`src/common/fpm_consts.svh`:
```
// Timing counts, display codes and reset values for the front-panel menu
`ifndef FPM_CONSTS_SVH
`define FPM_CONSTS_SVH
`define FPM_CLK_HZ        50000000
`define FPM_DEBOUNCE_MS   20
`define FPM_DEBOUNCE_CYC  ((`FPM_CLK_HZ / 1000) * `FPM_DEBOUNCE_MS)
`define FPM_HALF_S_MS     500
`define FPM_ONE_S_MS      1000
`define FPM_TEN_S_MS      10000
`define FPM_TEST_S        15
`define FPM_IDLE_S        300
`define FPM_BLANK_MS      1000
`define FPM_REPEAT_MS     1000
`define FPM_FLASH_MS      250
`define FPM_CONFIRM_MS    1000
`define FPM_ADDR_RESET    10'h146
`define FPM_RATE_RESET    10'h096
`define FPM_NUM_KNOBS     5
`define FPM_NUM_ITEMS     8
`define FPM_REG_A_POS     4'h7
`define FPM_DIGIT_BLANK   4'hf
`define FPM_DIGIT_DASH    4'he
`define FPM_DIGIT_A       4'ha
`endif

```
`src/common/fpm_pkg.sv`:
```
// Types shared by the front-panel menu controller
package fpm_pkg;
    typedef enum logic [2:0] {
        FPM_TEST    = 3'b000,
        FPM_BLANK   = 3'b001,
        FPM_MAIN    = 3'b011,
        FPM_SUB     = 3'b010,
        FPM_SET     = 3'b110,
        FPM_CONFIRM = 3'b111
    } fpm_state_e;
    typedef enum logic [1:0] {
        FPM_PR_NONE  = 2'h0,
        FPM_PR_SHORT = 2'h1,
        FPM_PR_ONE   = 2'h2,
        FPM_PR_LONG  = 2'h3
    } fpm_press_e;
endpackage

```
`src/core/fpm_menu.sv`:
```
// Front-panel push-button menu, display and setting-mode controller
// How it works
// - Step button advances display; reset button clears red operation indicators.
// - Knob change while other value shown jumps display there, lights its LED.
// - Remote knob/switch change taken only with password and remote flag zero.
// - Remote settings active: displayed knob indicator flashes instead of glowing.
// - Four digits: three right show value, leftmost shows register number.
// - Outside test and submenu, register digit lit only while a stored value is displayed.
// - After power-up cycle digits about 15 s, then blank display.
// - A step press aborts the power-up display test.
// - Display test never blocks protection logic.
// - From blank only forward; held step keeps advancing, pausing at blank.
// - Main menu: one-second step goes forward, half-second goes back.
// - Display goes off five minutes after last step unless stepped to blank.
// - One-second reset enters submenu; on release register digit flashes.
// - Submenu steps like main menu; dark red digit means main menu.
// - Submenu keeps knob LED lit and flashes register digit.
// - Ten-second reset enters setting mode, rightmost digit flashing.
// - In setting mode each step press changes the flashing digit.
// - In setting mode each reset press moves edit right, middle, left.
// - Both buttons commit the value; operator holds reset slightly longer.
// - Ten-second reset in setting mode returns to the originating menu.
// - Idle setting mode returns to start condition after five minutes.
// - Address code starts at 146.
// - On commit three green dashes flash.
// - Address in register A, data rate in its submenu 1.
//
// The strobed register port and the register addresses are this design's own decisions.
`timescale 1ns/1ps
`default_nettype none
`include "fpm_consts.svh"
module fpm_menu
    import fpm_pkg::*;
#(
    parameter int TEST_CYC  = `FPM_TEST_S * `FPM_CLK_HZ,
    parameter longint IDLE_CYC = 64'(`FPM_IDLE_S) * `FPM_CLK_HZ,
    parameter int HALF_CYC  = (`FPM_CLK_HZ / 1000) * `FPM_HALF_S_MS,
    parameter int ONE_CYC   = (`FPM_CLK_HZ / 1000) * `FPM_ONE_S_MS,
    parameter int TEN_CYC   = (`FPM_CLK_HZ / 1000) * `FPM_TEN_S_MS,
    parameter int DEB_CYC   = `FPM_DEBOUNCE_CYC,
    parameter int FLASH_CYC = (`FPM_CLK_HZ / 1000) * `FPM_FLASH_MS,
    parameter int NKNOB     = `FPM_NUM_KNOBS
) (
    // Clock and reset
    input  wire logic              i_ref_clk,
    input  wire logic              i_rst,
    // Front-panel buttons, raw pins
    input  wire logic              i_step_btn,
    input  wire logic              i_reset_btn,
    // Knob movement strobes from the knob scanner
    input  wire logic [NKNOB-1:0]  i_knob_changed,
    input  wire logic [11:0]       i_knob_value,
    // Remote setting request
    input  wire logic              i_remote_wr,
    input  wire logic              i_password_ok,
    input  wire logic              i_remote_settings_active_param,
    // Measured / stored value of the selected display item
    input  wire logic [11:0]       i_item_value,
    // Display
    output logic [3:0]             o_digit_reg,
    output logic [3:0]             o_digit2,
    output logic [3:0]             o_digit1,
    output logic [3:0]             o_digit0,
    output logic                   o_reg_digit_on,
    output logic [2:0]             o_green_blink,
    output logic [NKNOB-1:0]       o_knob_led,
    output logic [3:0]             o_item_sel,
    output logic [3:0]             o_submenu,
    // Effects on the rest of the relay
    output logic                   o_clear_red_ind,
    output logic                   o_remote_accept,
    output logic [9:0]             o_address_code,
    output logic [9:0]             o_data_rate,
    output logic                   o_store_pulse
);
    // Wide enough for the five-minute idle count at the full clock rate
    localparam int CW = 34;

    // Thresholds must rise strictly or the press classes overlap
    if (NKNOB < 1 || NKNOB > `FPM_NUM_ITEMS || HALF_CYC >= ONE_CYC
        || ONE_CYC >= TEN_CYC || DEB_CYC < 1) begin : g_bad_param
        $error("fpm_menu: bad parameters");
    end

    // Two-flop synchronisers on the raw pins
    logic [1:0] step_sync_ff;
    logic [1:0] rst_sync_ff;
    always_ff @(posedge i_ref_clk) begin
        if (i_rst) begin
            step_sync_ff <= 2'h0;
            rst_sync_ff  <= 2'h0;
        end else begin
            step_sync_ff <= {step_sync_ff[0], i_step_btn};
            rst_sync_ff  <= {rst_sync_ff[0], i_reset_btn};
        end
    end

    // Debounce and hold timers for both buttons
    logic [1:0]    raw;
    logic [1:0]    deb_ff;
    logic [1:0]    deb_prev_ff;
    logic [CW-1:0] deb_cnt_ff [2];
    logic [CW-1:0] hold_ff [2];
    assign raw = {rst_sync_ff[1], step_sync_ff[1]};

    genvar g;
    generate
        for (g = 0; g < 2; g++) begin : g_btn
            always_ff @(posedge i_ref_clk) begin
                if (i_rst) begin
                    deb_ff[g]     <= 1'b0;
                    deb_cnt_ff[g] <= '0;
                end else if (raw[g] == deb_ff[g]) begin
                    deb_cnt_ff[g] <= '0;
                end else if (deb_cnt_ff[g] >= CW'(DEB_CYC - 1)) begin
                    deb_ff[g]     <= raw[g];
                    deb_cnt_ff[g] <= '0;
                end else begin
                    deb_cnt_ff[g] <= deb_cnt_ff[g] + 1'b1;
                end
            end
            always_ff @(posedge i_ref_clk) begin
                if (i_rst) begin
                    hold_ff[g]     <= '0;
                    deb_prev_ff[g] <= 1'b0;
                end else begin
                    deb_prev_ff[g] <= deb_ff[g];
                    if (!deb_ff[g]) begin
                        hold_ff[g] <= '0;
                    end else if (hold_ff[g] != '1) begin
                        hold_ff[g] <= hold_ff[g] + 1'b1;
                    end
                end
            end
        end
    endgenerate

    function automatic fpm_press_e classify(input logic [CW-1:0] t);
        if (t >= CW'(TEN_CYC)) begin
            return FPM_PR_LONG;
        end else if (t >= CW'(ONE_CYC)) begin
            return FPM_PR_ONE;
        end else if (t >= CW'(HALF_CYC)) begin
            return FPM_PR_SHORT;
        end
        return FPM_PR_NONE;
    endfunction

    logic       step_press;
    logic       step_rel;
    logic       rst_rel;
    logic       rst_ten_hit;
    logic       step_one_hit;
    fpm_press_e step_cls;
    fpm_press_e rst_cls;
    logic       both_ff;
    assign step_press   = deb_ff[0] && !deb_prev_ff[0];
    assign step_rel     = !deb_ff[0] && deb_prev_ff[0];
    assign rst_rel      = !deb_ff[1] && deb_prev_ff[1];
    assign rst_ten_hit  = deb_ff[1] && (hold_ff[1] == CW'(TEN_CYC));
    assign step_one_hit = deb_ff[0] && (hold_ff[0] == CW'(ONE_CYC));
    assign step_cls     = classify(hold_ff[0]);
    assign rst_cls      = classify(hold_ff[1]);

    // Remember that both were down, so the later reset release is the commit
    always_ff @(posedge i_ref_clk) begin
        if (i_rst) begin
            both_ff <= 1'b0;
        end else if (deb_ff[0] && deb_ff[1]) begin
            both_ff <= 1'b1;
        end else if (!deb_ff[1]) begin
            both_ff <= 1'b0;
        end
    end

    // Menu state machine
    fpm_state_e    state_ff;
    fpm_state_e    ret_state_ff;
    logic [3:0]    item_ff;
    logic [3:0]    sub_ff;
    logic [1:0]    edit_pos_ff;
    logic [CW-1:0] timer_ff;
    logic [CW-1:0] idle_ff;
    logic          ten_done_ff;
    logic [11:0]   edit_ff;
    logic          knob_ev;
    logic [3:0]    knob_idx;
    assign knob_ev = |i_knob_changed;
    always_comb begin
        knob_idx = 4'h0;
        for (int k = NKNOB - 1; k >= 0; k--) begin
            if (i_knob_changed[k]) begin
                knob_idx = 4'(k);
            end
        end
    end

    function automatic logic [3:0] inc_digit(input logic [3:0] d);
        return (d >= 4'h9) ? 4'h0 : d + 4'h1;
    endfunction

    always_ff @(posedge i_ref_clk) begin
        if (i_rst) begin
            state_ff     <= FPM_TEST;
            ret_state_ff <= FPM_MAIN;
            item_ff      <= 4'h0;
            sub_ff       <= 4'h0;
            edit_pos_ff  <= 2'h0;
            timer_ff     <= '0;
            idle_ff      <= '0;
            ten_done_ff  <= 1'b0;
            edit_ff      <= 12'h000;
        end else begin
            timer_ff <= timer_ff + 1'b1;
            idle_ff  <= (step_press || (state_ff == FPM_SET &&
                        (deb_ff[0] || deb_ff[1]))) ? '0 : idle_ff + 1'b1;
            if (!deb_ff[1]) begin
                ten_done_ff <= 1'b0;
            end
            unique case (state_ff)
                FPM_TEST: begin
                    // Only the display is tied up; protection runs aside
                    if (step_press) begin
                        state_ff <= FPM_BLANK;
                    end else if (timer_ff >= CW'(TEST_CYC - 1)) begin
                        state_ff <= FPM_BLANK;
                    end
                end
                FPM_BLANK: begin
                    if (knob_ev) begin
                        state_ff <= FPM_MAIN;
                        item_ff  <= knob_idx;
                        idle_ff  <= '0;
                    end else if (step_rel || step_one_hit) begin
                        state_ff <= FPM_MAIN;
                        item_ff  <= 4'h0;
                        timer_ff <= '0;
                    end
                end
                FPM_MAIN, FPM_SUB: begin
                    if (knob_ev) begin
                        state_ff <= FPM_MAIN;
                        item_ff  <= knob_idx;
                        sub_ff   <= 4'h0;
                    end else if (idle_ff >= CW'(IDLE_CYC - 1)) begin
                        state_ff <= FPM_BLANK;
                        sub_ff   <= 4'h0;
                    end else if (rst_ten_hit && !deb_ff[0]) begin
                        state_ff     <= FPM_SET;
                        ret_state_ff <= state_ff;
                        edit_pos_ff  <= 2'h0;
                        ten_done_ff  <= 1'b1;
                        edit_ff      <= (item_ff == `FPM_REG_A_POS) ?
                            ((sub_ff == 4'h1) ? {2'h0, o_data_rate} :
                             {2'h0, o_address_code}) : i_item_value;
                    end else if (rst_rel && !both_ff && !ten_done_ff
                                 && rst_cls == FPM_PR_ONE) begin
                        state_ff <= FPM_SUB;
                        sub_ff   <= sub_ff + 4'h1;
                    end else if (step_one_hit && state_ff == FPM_MAIN
                                 && item_ff == 4'(`FPM_NUM_ITEMS - 1)) begin
                        state_ff <= FPM_BLANK;
                    end else if (step_one_hit) begin
                        timer_ff <= '0; // Repeat only a full hold later
                        if (state_ff == FPM_SUB) begin
                            sub_ff <= sub_ff + 4'h1;
                        end else begin
                            item_ff <= item_ff + 4'h1;
                        end
                    end else if (deb_ff[0] && hold_ff[0] >
                                 CW'(ONE_CYC) && timer_ff >= CW'(ONE_CYC)) begin
                        timer_ff <= '0; // Held step keeps stepping
                        if (state_ff == FPM_MAIN) begin
                            if (item_ff == 4'(`FPM_NUM_ITEMS - 1)) begin
                                state_ff <= FPM_BLANK;
                            end else begin
                                item_ff <= item_ff + 4'h1;
                            end
                        end else begin
                            sub_ff <= sub_ff + 4'h1;
                        end
                    end else if (step_rel && step_cls == FPM_PR_SHORT
                                 && hold_ff[0] < CW'(ONE_CYC)) begin
                        if (state_ff == FPM_SUB) begin
                            if (sub_ff == 4'h1) begin
                                state_ff <= FPM_MAIN;
                            end
                            sub_ff <= sub_ff - 4'h1;
                        end else if (item_ff != 4'h0) begin
                            item_ff <= item_ff - 4'h1;
                        end
                    end
                end
                FPM_SET: begin
                    if (idle_ff >= CW'(IDLE_CYC - 1)) begin
                        state_ff <= FPM_BLANK;
                        sub_ff   <= 4'h0;
                    end else if (rst_ten_hit) begin
                        state_ff    <= ret_state_ff;
                        ten_done_ff <= 1'b1;
                    end else if (rst_rel && both_ff) begin
                        state_ff <= FPM_CONFIRM;
                        timer_ff <= '0;
                    end else if (step_press && !deb_ff[1]) begin
                        unique case (edit_pos_ff)
                            2'h0: edit_ff[3:0]  <= inc_digit(edit_ff[3:0]);
                            2'h1: edit_ff[7:4]  <= inc_digit(edit_ff[7:4]);
                            default: edit_ff[11:8] <= inc_digit(edit_ff[11:8]);
                        endcase
                    end else if (rst_rel && !ten_done_ff) begin
                        edit_pos_ff <= (edit_pos_ff == 2'h2) ? 2'h0 :
                                       edit_pos_ff + 2'h1;
                    end
                end
                FPM_CONFIRM: begin
                    if (timer_ff >= CW'(ONE_CYC)) begin
                        state_ff <= FPM_SET;
                    end
                end
                default: state_ff <= FPM_BLANK;
            endcase
        end
    end

    // Parameter store; BCD digits, address code and rate in register A
    logic store_hit;
    assign store_hit = state_ff == FPM_SET && rst_rel && both_ff
                       && idle_ff < CW'(IDLE_CYC - 1) && !rst_ten_hit;
    always_ff @(posedge i_ref_clk) begin
        if (i_rst) begin
            o_address_code <= `FPM_ADDR_RESET;
            o_data_rate    <= `FPM_RATE_RESET;
            o_store_pulse  <= 1'b0;
        end else begin
            o_store_pulse <= store_hit;
            if (store_hit && item_ff == `FPM_REG_A_POS) begin
                if (sub_ff == 4'h1) begin
                    o_data_rate <= edit_ff[9:0];
                end else if (sub_ff == 4'h0) begin
                    o_address_code <= edit_ff[9:0];
                end
            end
        end
    end

    // Flash phase divider
    logic [CW-1:0] flash_cnt_ff;
    logic          flash_ff;
    always_ff @(posedge i_ref_clk) begin
        if (i_rst) begin
            flash_cnt_ff <= '0;
            flash_ff     <= 1'b0;
        end else if (flash_cnt_ff >= CW'(FLASH_CYC - 1)) begin
            flash_cnt_ff <= '0;
            flash_ff     <= !flash_ff;
        end else begin
            flash_cnt_ff <= flash_cnt_ff + 1'b1;
        end
    end

    // Button side effects and remote-write acceptance
    always_ff @(posedge i_ref_clk) begin
        if (i_rst) begin
            o_clear_red_ind <= 1'b0;
            o_remote_accept <= 1'b0;
        end else begin
            o_clear_red_ind <= rst_rel && !both_ff && state_ff != FPM_SET
                               && rst_cls == FPM_PR_NONE;
            o_remote_accept <= i_remote_wr && i_password_ok
                               && !i_remote_settings_active_param;
        end
    end

    // Display drive, all registered
    logic        is_knob;
    logic        is_stored;
    logic [11:0] show;
    assign is_knob   = item_ff < 4'(NKNOB);
    assign is_stored = !is_knob;
    assign show      = (state_ff == FPM_SET) ? edit_ff :
                       (item_ff == `FPM_REG_A_POS && state_ff == FPM_MAIN) ?
                       {2'h0, o_address_code} : i_item_value;
    always_ff @(posedge i_ref_clk) begin
        if (i_rst) begin
            o_digit_reg    <= `FPM_DIGIT_BLANK;
            o_digit2       <= `FPM_DIGIT_BLANK;
            o_digit1       <= `FPM_DIGIT_BLANK;
            o_digit0       <= `FPM_DIGIT_BLANK;
            o_reg_digit_on <= 1'b0;
            o_green_blink  <= 3'h0;
            o_knob_led     <= '0;
            o_item_sel     <= 4'h0;
            o_submenu      <= 4'h0;
        end else begin
            o_item_sel    <= item_ff;
            o_submenu     <= sub_ff;
            o_green_blink <= 3'h0;
            o_knob_led    <= '0;
            unique case (state_ff)
                FPM_TEST: begin
                    o_digit_reg    <= timer_ff[27:24];
                    o_digit2       <= timer_ff[27:24];
                    o_digit1       <= timer_ff[27:24];
                    o_digit0       <= timer_ff[27:24];
                    o_reg_digit_on <= 1'b1;
                end
                FPM_BLANK: begin
                    o_digit_reg    <= `FPM_DIGIT_BLANK;
                    o_digit2       <= `FPM_DIGIT_BLANK;
                    o_digit1       <= `FPM_DIGIT_BLANK;
                    o_digit0       <= `FPM_DIGIT_BLANK;
                    o_reg_digit_on <= 1'b0;
                end
                FPM_CONFIRM: begin
                    // Steady dashes; the blink mask makes them flash
                    o_digit2 <= `FPM_DIGIT_DASH;
                    o_digit1 <= `FPM_DIGIT_DASH;
                    o_digit0 <= `FPM_DIGIT_DASH;
                    o_green_blink <= 3'h7;
                end
                default: begin
                    o_digit2 <= show[11:8];
                    o_digit1 <= show[7:4];
                    o_digit0 <= show[3:0];
                    o_digit_reg <= (sub_ff != 4'h0) ? sub_ff :
                        (item_ff == `FPM_REG_A_POS) ? `FPM_DIGIT_A :
                        item_ff - 4'(NKNOB);
                    if (state_ff == FPM_SUB) begin
                        o_reg_digit_on <= flash_ff;
                    end else begin
                        o_reg_digit_on <= is_stored;
                    end
                    if (state_ff == FPM_SET) begin
                        o_green_blink <= 3'(1 << edit_pos_ff);
                    end
                    if (is_knob) begin
                        o_knob_led[item_ff[2:0]] <=
                            i_remote_settings_active_param ? flash_ff
                            : 1'b1;
                    end
                end
            endcase
        end
    end
endmodule
`default_nettype wire

```
`config.mk`:
```
export PLATFORM = sky130hd
export DESIGN_NAME = fpm_menu
export DESIGN_NICKNAME = d
export VERILOG_FILES = /design/src/common/fpm_pkg.sv /design/src/core/fpm_menu.sv
export VERILOG_INCLUDE_DIRS = /design/src /design/src/common
export SDC_FILE = /design/constraint.sdc
export NUM_CORES = 1
export LEC_CHECK = 0
export ABC_AREA = 1
export BUFFER_PORTS_ARGS = -buffer_cell sky130_fd_sc_hd__clkbuf_2
export CAP_MARGIN = 20
export CORE_ASPECT_RATIO = 0.5
export CORE_MARGIN = 3
export CORE_UTILIZATION = 50
export CTS_CLUSTER_DIAMETER = 60
export CTS_CLUSTER_SIZE = 10
export DETAILED_ROUTE_END_ITERATION = 10
export GPL_TIMING_DRIVEN = 0
export MAX_ROUTING_LAYER = met4
export PLACE_DENSITY = 0.77
export SKIP_CTS_REPAIR_TIMING = 1
export SLEW_MARGIN = 30
export SYNTH_ARGS = -nofsm -noshare
export SYNTH_HDL_FRONTEND = slang
export SYNTH_SLANG_ARGS = --single-unit
```
`constraint.sdc`:
```
create_clock -name i_ref_clk -period 4.75 [get_ports i_ref_clk]
set_input_delay 0.475 -clock i_ref_clk [delete_from_list [all_inputs] [get_ports i_ref_clk]]
set_output_delay 0.475 -clock i_ref_clk [all_outputs]
set_load 0.01 [all_outputs]
```
# After elaboration in Yosys (flattened, before gate mapping)
# Memory sizes are Yosys's and may differ from the RTL's.
# Cells that the tools add are included.
# word_totals
ff_bits,197
mem_bits_rw,136
inputBits,36
out_inout_bits,56
elab_cells,401
memories,2
# classes
add_sub_neg,16
n_lt_le_gt_ge,21
eq_ne,58
shifts,1
n_mux,183
bitwise_logic,17
reduce_logical,69
# memory_table
memory,depth,word_bits,read_ports,rd_clocked_by_memory_dff,write_ports,line_no,rtl
deb_cnt_ff,2,34,2,0,2,fpm_menu.sv:102,logic [CW-1:0] deb_cnt_ff [2];
hold_ff,2,34,2,0,2,fpm_menu.sv:103,logic [CW-1:0] hold_ff [2];
# ops
operator,n
2-to-1 mux 34 bit,25
"adder 34 x 1 -> 34 bit, second input constant",7
2-to-1 mux 4 bit,39
2-to-1 mux 12 bit,10
">= comparator 34 x 26 -> 1 bit, second input constant",3
case mux 34 bit (3 select lines),1
">= comparator 34 x 20 -> 1 bit, second input constant",2
">= comparator 34 x 25 -> 1 bit, second input constant",2
">= comparator 34 x 29 -> 1 bit, second input constant",2
"inequality test 34 bit, second input constant",2
2-to-1 mux 3 bit,22
2-to-1 mux 1 bit,55
case mux 4 bit (3 select lines),4
"inequality test 8 bit, second input constant",5
AND reduction 9 bit,4
"equality test 34 x 26 -> 1 bit, second input constant",1
"equality test 34 x 29 -> 1 bit, second input constant",1
">= comparator 34 x 24 -> 1 bit, second input constant",1
">= comparator 34 x 30 -> 1 bit, second input constant",1
">= comparator 34 bit, second input constant",1
"> comparator 34 x 26 -> 1 bit, second input constant",1
"less-than comparator 34 x 26 -> 1 bit, second input constant",1
"less-than comparator 34 bit, second input constant",1
2-to-1 mux 2 bit,17
other kinds (53),157

# Logic depth before layout (Yosys ltp)
# Gate-level depths: netlist (run 1).
# An unclocked memory read counts as a cell.
# depth
ltp_word,18
depth_mapped,19
depth_no_buf,19

# Worst setup path after synthesis (run 1)
# No wires, ideal clock.
# synth_timing
kind,reg-to-reg
from,memory hold_ff[1][0]
to,memory hold_ff[1][0] (enable)
setup_time_ps,652
arrival_ps,2762
required_time_ps,4098
setup_slack_ps,1336
path_stages_with_launch,15
path_buffers,0
period_less_slack_ps,3414
path_cell_list,edfxtp_1 ha_1 nand2_1 inv_1 nand2_2 nor2_4 nand4_2 nor2_2 nand4_1 nor2_2 nand2_1 nor3_2 nand2_1 nor2_2 nand4_1
# synth_rtl
item,line_no
"start, declared",fpm_menu.sv:103

==> results of run 1 <==
-- worst min-delay path: stages --
cell and delay (ns):
sky130_fd_sc_hd__clkbuf_2 0.09, sky130_fd_sc_hd__inv_1 0.04, sky130_fd_sc_hd__nor2_1 0.03
-- through the flow --
| stage | setup slack [ns] | hold WS, ns | power [uW] |
|---|---|---|---|
| after floorplan | 1.336 | 0.3883 | 3927 |
| after global placement | 0.4179 | 0.4182 | 4219 |
| after detailed placement | 1.665 | 0.4191 | 4237 |
| after global routing | 1.288 | 0.1273 | 7230 |
| final | 1.666 | 0.1419 | 6930 |
| after CTS | 1.663 | 0.1155 | 6973 |
-- Yosys cell counts, drive strengths merged, types with 2 or more instances --
master,n,area share [%]
or2,5,0.18
a2111oi,2,0.099
conb,2,0.042
nand2,425,9.6
and3,5,0.18
o211ai,12,0.51
xor2,43,2.1
nor2,403,9.6
nor3b,45,2.1
xnor2,25,1.2
buf,25,0.83
o21a,3,0.13
inv,286,6.1
o21bai,2,0.085
a41oi,2,0.099
clkbuf,20,0.42
a21boi,3,0.13
a21oi,142,4.2
a211oi,12,0.54
o32ai,3,0.15
edfxtp,136,23
nand4,50,1.8
nand3,126,3.9
a31oi,15,0.53
ha,26,1.8
nor4,29,1.2
nand3b,2,0.085
nor3,94,3.2
o31ai,3,0.13
o21ai,108,3.0
o22ai,5,0.18
dfxtp,197,22
-- power groups by stage --
stage               clock network (uW)  registers, uW  logic, uW
global placement                     0           3260        962
finish                            2730           3210        996
detailed placement                   0           3260        975
global route                      2910           3220       1100
floorplan                            0           3270        659
CTS                               2790           3200        982
-- final cells by class --
cell class / instances / area, sq um
fill: 3163 / 14410
multi-input combinational: 1707 / 8820
sequential: 333 / 8028
clock buffer: 57 / 1086
inverter: 287 / 1080
tap: 475 / 594.3
timing repair buffer: 82 / 444.2
buffer: 45 / 222.7
clock inverter: 2 / 28.78
-- path summary, 6_finish.rpt --
check / start / end / cells after the start
worst max register to register: hold_ff[0][0] / hold_ff[0][4] / 13
worst min register to register: step_sync_ff[0] / step_sync_ff[1] / 2
worst max-delay path: hold_ff[0][0] / hold_ff[0][4] / 13
worst min-delay path: i_reset_btn / rst_sync_ff[0] / 3
-- cells by family after synthesis --
| family | after synthesis | synth area share, % |
|---|---|---|
| AO/OA/AOI/OAI | 321 | 10.21 |
| buffers and inverters | 332 | 7.336 |
| other | 2 | 0.04230 |
| adder cells (fa/ha/maj) | 26 | 1.832 |
| flip-flops | 333 | 45.21 |
| XOR/XNOR | 68 | 3.354 |
| AND/OR/NAND/NOR | 1186 | 32.01 |
-- routing by layer --
metal  wire length [microns]  share of wire (%)  GRT usage [%]
met1                   19260                 45          29.62
met2                   19310                 45          36.73
met3                    2564                6.0          3.877
met4                    1360                3.2          7.469
met5                       0                  0              -
==> PnR_summary.wiki, run 1 <==
{| class="wikitable"
! Metric !! Value
|-
| Post-Layout Inst Area || 20300 sq um
|-
| Reg2Reg Setup Slack || 1.67 ns
|-
| Number of primary I/O pins || 92
|-
| Post-detailed-routing wire length || 42.50 mm
|-
| Nets || 2557
|-
| Half-perimeter wire length after placement || 31.23 mm
|-
| Slowest cell on the critical path || sky130_fd_sc_hd__edfxtp_1
|-
| Std cell rows || 48
|-
| Category of the critical setup timing path || reg -> reg
|-
| Routability cong. || 0.9752
|-
| Synthesis warning total || 0
|-
| Most instantiated flip-flop cell in the synthesis netlist || sky130_fd_sc_hd__dfxtp_1
|-
| Crit-path max cell delay || 0.43 ns
|-
| Clk slew on worst S/H paths || 0.05 ns
|-
| GRT Residual Overflow || 0
|-
| Fin crit share || 64.92%
|-
| Cell Int Power || 5012 uW
|-
| Ordered cell list for the critical path || ha_1 -> nand2_1 -> nor2_2 -> nand4_2 -> nor2_4 -> nand3_2 -> nor2_2 -> nand3_2 -> nor2_2 -> nand3_2 -> nor3_1 -> nand3_2 -> buf_16
|-
| Data arrival at the endpoint of the critical path || 3.37 ns
|-
| Die Span X || 272.5 microns
|-
| Commonest non-fill, non-tap cell in the layout || sky130_fd_sc_hd__nand2_1
|-
| Sequential fraction of design power || 46.3%
|-
| Number of global-route vias before repair || 14630
|-
| Comb pwr share || 14.4%
|-
| Initial DRC count || 1443
|-
| First-pass iteration count of the detailed router || 6
|-
| Post-synth EDFFs || 136
|-
| Result of the run || complete, no violations
|-
| Critical Path Sink Type || flip-flop
|-
| Max-capacitance violation count || 0
|-
| Share of synthesized registers carrying an async set or reset || 0%
|-
| Sum of buffers and inverters on the critical path || 1
|-
| Synthesized cell area || 17750 sq um
|-
| Total via count after detailed routing || 15630
|-
| Area growth syn-to-layout || 14.36%
|-
| Distinct cell type count after synthesis || 66
|-
| Cell count after synthesis || 2268
|-
| Sequential share of the synthesized area || 45.21%
|-
| Clock power share || 39.4%
|-
| Cell Count, Final, Fillers Out || 2988
|-
| Maximum clock frequency || 324.3 MHz
|-
| Die outline height || 139.2 microns
|-
| Hold Path Class || in -> reg
|-
| Post-detailed-placement cell area || 19190 sq um
|-
| Pleak || 0.007961 uW
|-
| Insertion delay of the later-clocked pin in the worst-skew pair || 0.54 ns
|-
| Number of synthesized register bits || 333
|-
| Number of nets with antenna violations after detailed routing || 0
|-
| Antenna diodes || 0
|-
| Kind of cell adding the most delay to the critical path || simple AND/OR/NAND/NOR gates
|-
| Ratio of cells with drive above 1 in the final layout || 11.78%
|-
| Most used cells in the layout excluding fill and tap cells || sky130_fd_sc_hd__nand2_1 (398), sky130_fd_sc_hd__nor2_1 (355), sky130_fd_sc_hd__inv_1 (266)
|-
| Root Buffer Master || sky130_fd_sc_hd__clkbuf_16
|-
| Starting density of the core || 51.15%
|-
| Worst Clk Skew || 0.01742 ns
|-
| Mean post-synth cell area || 7.828 sq um
|-
| Data required time at the worst endpoint || 5.04 ns
|-
| Max Transition Viols Final || 0
|-
| Post-detailed-route via-to-cell ratio || 5.230
|-
| Core Box Area || 34710 sq um
|-
| Floorplan die area || 37940 sq um
|-
| Number of H-tree branching levels || 2
|-
| Number of design rule violations left after detail routing || 0
|-
| Largest registers in the final layout || deb_cnt_ff: 68 flops, hold_ff: 68 flops
|-
| Startpoint type of the worst setup path || flip-flop
|-
| Unrepaired setup endpoints after global routing || no
|-
| Routed len/inst || 14.22 microns
|-
| Setup Viol. Count Final || 0
|-
| Clock sink total || 333
|-
| Power density normalized to cell area || 341.3 nW/um^2
|-
| Remaining max-slew budget at the tightest pin || 51.30%
|-
| Wire length of the first global-routing pass || 70.24 mm
|-
| Maximum buffer depth of the clock tree || 3
|-
| Fraction of the core area covered by cells at the end of the flow || 58.49%
|-
| Slew @ Worst Pin || 0.7121 ns
|-
| Proportion of total power due to net switching || 27.68%
|-
| Maximum fanout encountered on the critical timing path || 22
|-
| Min cycle time layout || 3.084 ns
|-
| Number of CTS-inserted buffers || 39
|-
| Antenna violations before repair || 0
|-
| VDD IR max || 0.2050 mV
|-
| Post-placement cell count || 2929
|-
| Most common cell on crit path || sky130_fd_sc_hd__nand3_2
|-
| Number of buffers inserted by port buffering || 78
|-
| Maximum number of pins on one net before global-route repair || 23
|-
| Final hold violation count || 0
|-
| P_sw || 1918 uW
|-
| CTS tree || built
|-
| Overall routing resource usage || 22.89%
|-
| Setup TNS || 0 ns
|}
Power figures use the tool's default switching activity.
==> inputs of run 2 (changes only) <==
--- a/config.mk
+++ b/config.mk
@@ -6,7 +6,7 @@
 export SDC_FILE = /design/constraint.sdc
 export NUM_CORES = 1
 export LEC_CHECK = 0
-export ABC_AREA = 1
+export ABC_AREA = 0
 export BUFFER_PORTS_ARGS = -buffer_cell sky130_fd_sc_hd__clkbuf_2
 export CAP_MARGIN = 20
 export CORE_ASPECT_RATIO = 0.5
@@ -17,7 +17,7 @@
 export DETAILED_ROUTE_END_ITERATION = 10
 export GPL_TIMING_DRIVEN = 0
 export MAX_ROUTING_LAYER = met4
-export PLACE_DENSITY = 0.77
+export PLACE_DENSITY = 0.8
 export SKIP_CTS_REPAIR_TIMING = 1
 export SLEW_MARGIN = 30
 export SYNTH_ARGS = -nofsm -noshare
==> constraint.sdc (replaced) <==
create_clock -name i_ref_clk -period 2.7 [get_ports i_ref_clk]
set_input_delay 0.27 -clock i_ref_clk [delete_from_list [all_inputs] [get_ports i_ref_clk]]
set_output_delay 0.27 -clock i_ref_clk [all_outputs]
set_load 0.01 [all_outputs]
==> run 2 against run 1 <==
  * The flow now finishes with violations (setup timing)
  * Global-route usage barely moved
  * Combinational power fell by 32%
  * Core utilization rose by 5.2 points
  * Critical endpoint is now edit_ff[1]
  * Synthesized area fell by 8.4%
  * Final area fell by 2.3%
  * Register-to-register slack got worse by 2.2 ns
  * Count of clock-buffer cells in the layout rose by 4
  * Wire length fell by 3.6%
  * Fmax fell by 5.3%
  * Critical path depth fell by 3
  * Clock skew rose by 0.0076 ns
  * Synthesized cell count fell by 23%
==> PnR_summary.wiki, run 2 <==
{| class="wikitable"
! Metric !! Value
|-
| Number of design rule violations left after detail routing || 0
|-
| Met2 Usage GRT || 35.91%
|-
| Share of synthesized registers carrying an async set or reset || 0%
|-
| Category of the critical setup timing path || reg -> reg
|-
| Leading post-synthesis cells by instance count || sky130_fd_sc_hd__nor2_1 (331), sky130_fd_sc_hd__dfxtp_1 (197), sky130_fd_sc_hd__nand2_1 (143)
|-
| Violations in the final reports || setup timing
|-
| Routability cong. || 0.9736
|-
| Remaining max-slew budget at the tightest pin || 41.16%
|-
| Max Transition Viols Final || 0
|-
| Maximum number of pins on one net before global-route repair || 14
|-
| Cell Count, Final, Fillers Out || 2477
|-
| Maximum clock frequency || 307.2 MHz
|-
| Min cycle time layout || 3.255 ns
|-
| Worst Hold Margin || 0.1661 ns
|-
| Nets || 2092
|-
| Post-placement cell count || 2367
|-
| Met3 Usage GRT || 4.463%
|-
| Synthesized cell area || 16260 sq um
|-
| Area share of and/or/nand/nor cells after synthesis || 24.77%
|-
| Final worst-path setup slack || -0.5552 ns
|-
| Most used cells in the layout excluding fill and tap cells || sky130_fd_sc_hd__nor2_1 (303), sky130_fd_sc_hd__dfxtp_1 (196), sky130_fd_sc_hd__nand2_1 (142)
|-
| Unrepaired setup endpoints after global routing || yes
|-
| Wire length of the first global-routing pass || 63.20 mm
|-
| Area leader, netlist || sky130_fd_sc_hd__edfxtp_1
|-
| Number of H-tree branching levels || 2
|-
| Fraction of post-synthesis cell area in the top cell type by area || 25.11%
|-
| Fraction of the mapped netlist area in compound gates || 8.855%
|-
| Std cell rows || 45
|-
| Hold Path Class || in -> reg
|-
| P_sw || 2499 uW
|-
| Post-synthesis xor/xnor area fraction || 9.963%
|-
| Insertion delay of the later-clocked pin in the worst-skew pair || 0.54 ns
|-
| Number of primary I/O pins || 92
|-
| CTS tree || built
|-
| Clk slew on worst S/H paths || 0.06 ns
|-
| Commonest non-fill, non-tap cell in the layout || sky130_fd_sc_hd__nor2_1
|-
| Post-detailed-routing wire length || 40.96 mm
|-
| Overall routing resource usage || 22.86%
|-
| Half-perimeter wire length after placement || 28.31 mm
|-
| Core Box Area || 31140 sq um
|-
| Floorplan die area || 34860 sq um
|-
| Number of nets with antenna violations after detailed routing || 0
|-
| Power density normalized to cell area || 546.8 nW/um^2
|-
| Pleak || 0.007475 uW
|-
| Number of CTS-inserted buffers || 39
|-
| Mean post-synth cell area || 9.261 sq um
|-
| Data arrival at the endpoint of the critical path || 3.64 ns
|-
| Data required time at the worst endpoint || 3.08 ns
|-
| Register Area || 8029 sq um
|-
| Cell count after synthesis || 1756
|-
| Total Power Consumption || 10850 uW
|-
| Synthesis warning total || 0
|-
| Initial DRC count || 1167
|-
| Result of the run || finished with violations
|-
| Setup TNS || -16.20 ns
|-
| Sequential fraction of design power || 50.2%
|-
| M1 GR Usage || 29.02%
|-
| Distinct cell type count after synthesis || 76
|-
| Starting density of the core || 52.23%
|-
| Worst Clk Skew || 0.02507 ns
|-
| Total via count after detailed routing || 13780
|-
| Startpoint type of the worst setup path || flip-flop
|-
| Final hold violation count || 0
|-
| Fill cell instance count of the final layout || 2472
|-
| Antenna violations before repair || 1
|-
| Dominant cell by count in the synthesized netlist || sky130_fd_sc_hd__nor2_1
|-
| Peak-usage layer in the global routing report || met2
|-
| Clock power share || 43.6%
|-
| Sequential share of the synthesized area || 49.36%
|-
| Maximum fanout encountered on the critical timing path || 8
|-
| GRT Residual Overflow || 0
|-
| Cell Int Power || 8349 uW
|-
| Multiplexer share of the synthesized area || 2.231%
|-
| Number of buffers inserted by port buffering || 79
|-
| Share of synthesized cell area in full adder, half adder and majority cells || 2.000%
|-
| Comb pwr share || 6.2%
|-
| Largest registers in the final layout || deb_cnt_ff: 68 flops, hold_ff: 68 flops
|-
| Root Buffer Master || sky130_fd_sc_hd__clkbuf_16
|-
| Maximum buffer depth of the clock tree || 3
|-
| VDD IR max || 0.3596 mV
|-
| Routed len/inst || 16.54 microns
|-
| Number of synthesized register bits || 333
|-
| Number of global-route vias before repair || 12620
|-
| Die outline height || 133.5 microns
|-
| First-pass iteration count of the detailed router || 6
|-
| Max-capacitance violation count || 0
|-
| Critical Path Sink Type || flip-flop
|-
| Area taken by multi-input logic gates || 8770 sq um
|-
| Leading post-synthesis cells by cell area || sky130_fd_sc_hd__edfxtp_1 (25%), sky130_fd_sc_hd__dfxtp_1 (24%), sky130_fd_sc_hd__nor2_1 (7.6%)
|-
| Proportion of total power due to net switching || 23.04%
|-
| Die Span X || 261.1 microns
|-
| Most instantiated flip-flop cell in the synthesis netlist || sky130_fd_sc_hd__dfxtp_1
|-
| Slew @ Worst Pin || 0.8826 ns
|-
| Setup Viol. Count Final || 94
|-
| Clock sink total || 333
|-
| Dominant combinational cell family by area after synthesis || simple AND/OR/NAND/NOR gates
|-
| Post-synth EDFFs || 136
|-
| Post-detailed-route via-to-cell ratio || 5.562
|-
| Ratio of cells with drive above 1 in the final layout || 15.15%
|-
| Area growth syn-to-layout || 22.00%
|-
| Fin crit share || 120.6%
|}
[run 2: cell count changes after synthesis, sizes merged, moves of 41 or more]
cell | before | now
a21oi | 142 | 44
and3 | 5 | 52
clkbuf | 20 | 61
inv | 286 | 48
nand2 | 425 | 143
nor2 | 403 | 331
nor3 | 94 | 51
o21ai | 108 | 46
xnor2 | 25 | 84
xor2 | 43 | 101
[run 2: worst paths after layout]
check                    start             end  slack, ns  cells after the start
min          i_knob_changed[0]      item_ff[0]       0.17                      4
min reg2reg     rst_sync_ff[0]  rst_sync_ff[1]       0.44                      1
max reg2reg      hold_ff[1][1]      edit_ff[1]      -0.56                     10
max              hold_ff[1][1]      edit_ff[1]      -0.56                     10
[run 2: per-layer routing]
metal,up-vias,part of all wire [%]
met5,-,0
met4,0,3.9
met3,121,7.0
met2,504,47
met1,6499,42
li1,6653,-
[run 2: critical path: stages, from the launching register on]
cell and delay [ns]:
sky130_fd_sc_hd__edfxtp_1 0.43, sky130_fd_sc_hd__inv_1 0.09, sky130_fd_sc_hd__ha_1 0.15, sky130_fd_sc_hd__or4bb_1 0.41
sky130_fd_sc_hd__or4_4 0.52, sky130_fd_sc_hd__or4_4 0.45, sky130_fd_sc_hd__or2_4 0.28, sky130_fd_sc_hd__a21oi_4 0.31
sky130_fd_sc_hd__o21ai_4 0.18, sky130_fd_sc_hd__a221oi_2 0.23, sky130_fd_sc_hd__a211oi_2 0.06
[run 2: area by class of cell]
type,count,share of cell area (%)
inverters,49,0.9459
multi-input cells,1408,44.20
clock inverters,3,0.1703
diodes,1,0.01261
well taps,423,2.667
plain buffers,63,1.627
clock buffers,61,5.442
flip-flops and latches,333,40.47
repair buffers,136,4.471
[run 2: kinds of logic (layout without fill, tap and decap cells)]
| family | after synthesis | count (layout) |
|---|---|---|
| mux | 36 | 36 |
| buf+inv | 119 | 312 |
| flops | 333 | 333 |
| other cells | 2 | 107 |
| compound gates | 212 | 212 |
| xor+xnor | 185 | 185 |
| simple gates | 843 | 843 |
| fa+ha+maj | 26 | 26 |
[run 2: metrics by stage]
step	area (sq um)	setup WS, ns	util [%]
after floorplan	16760	-0.2444	-
after global placement	17680	-1.081	56.79
after detailed placement	17730	-0.9488	56.95
after CTS	18850	-0.9483	60.53
after global routing	19840	-0.6295	63.73
final	19840	-0.5552	63.73
[run 2: power groups by stage]
stage | combinational [uW] | sequential, uW | clock, uW
after floorplan | 357 | 5540 | 0
after global placement | 582 | 5540 | 0
after detailed placement | 585 | 5540 | 0
after CTS | 590 | 5440 | 4820
after global routing | 737 | 5460 | 5030
final | 676 | 5450 | 4720
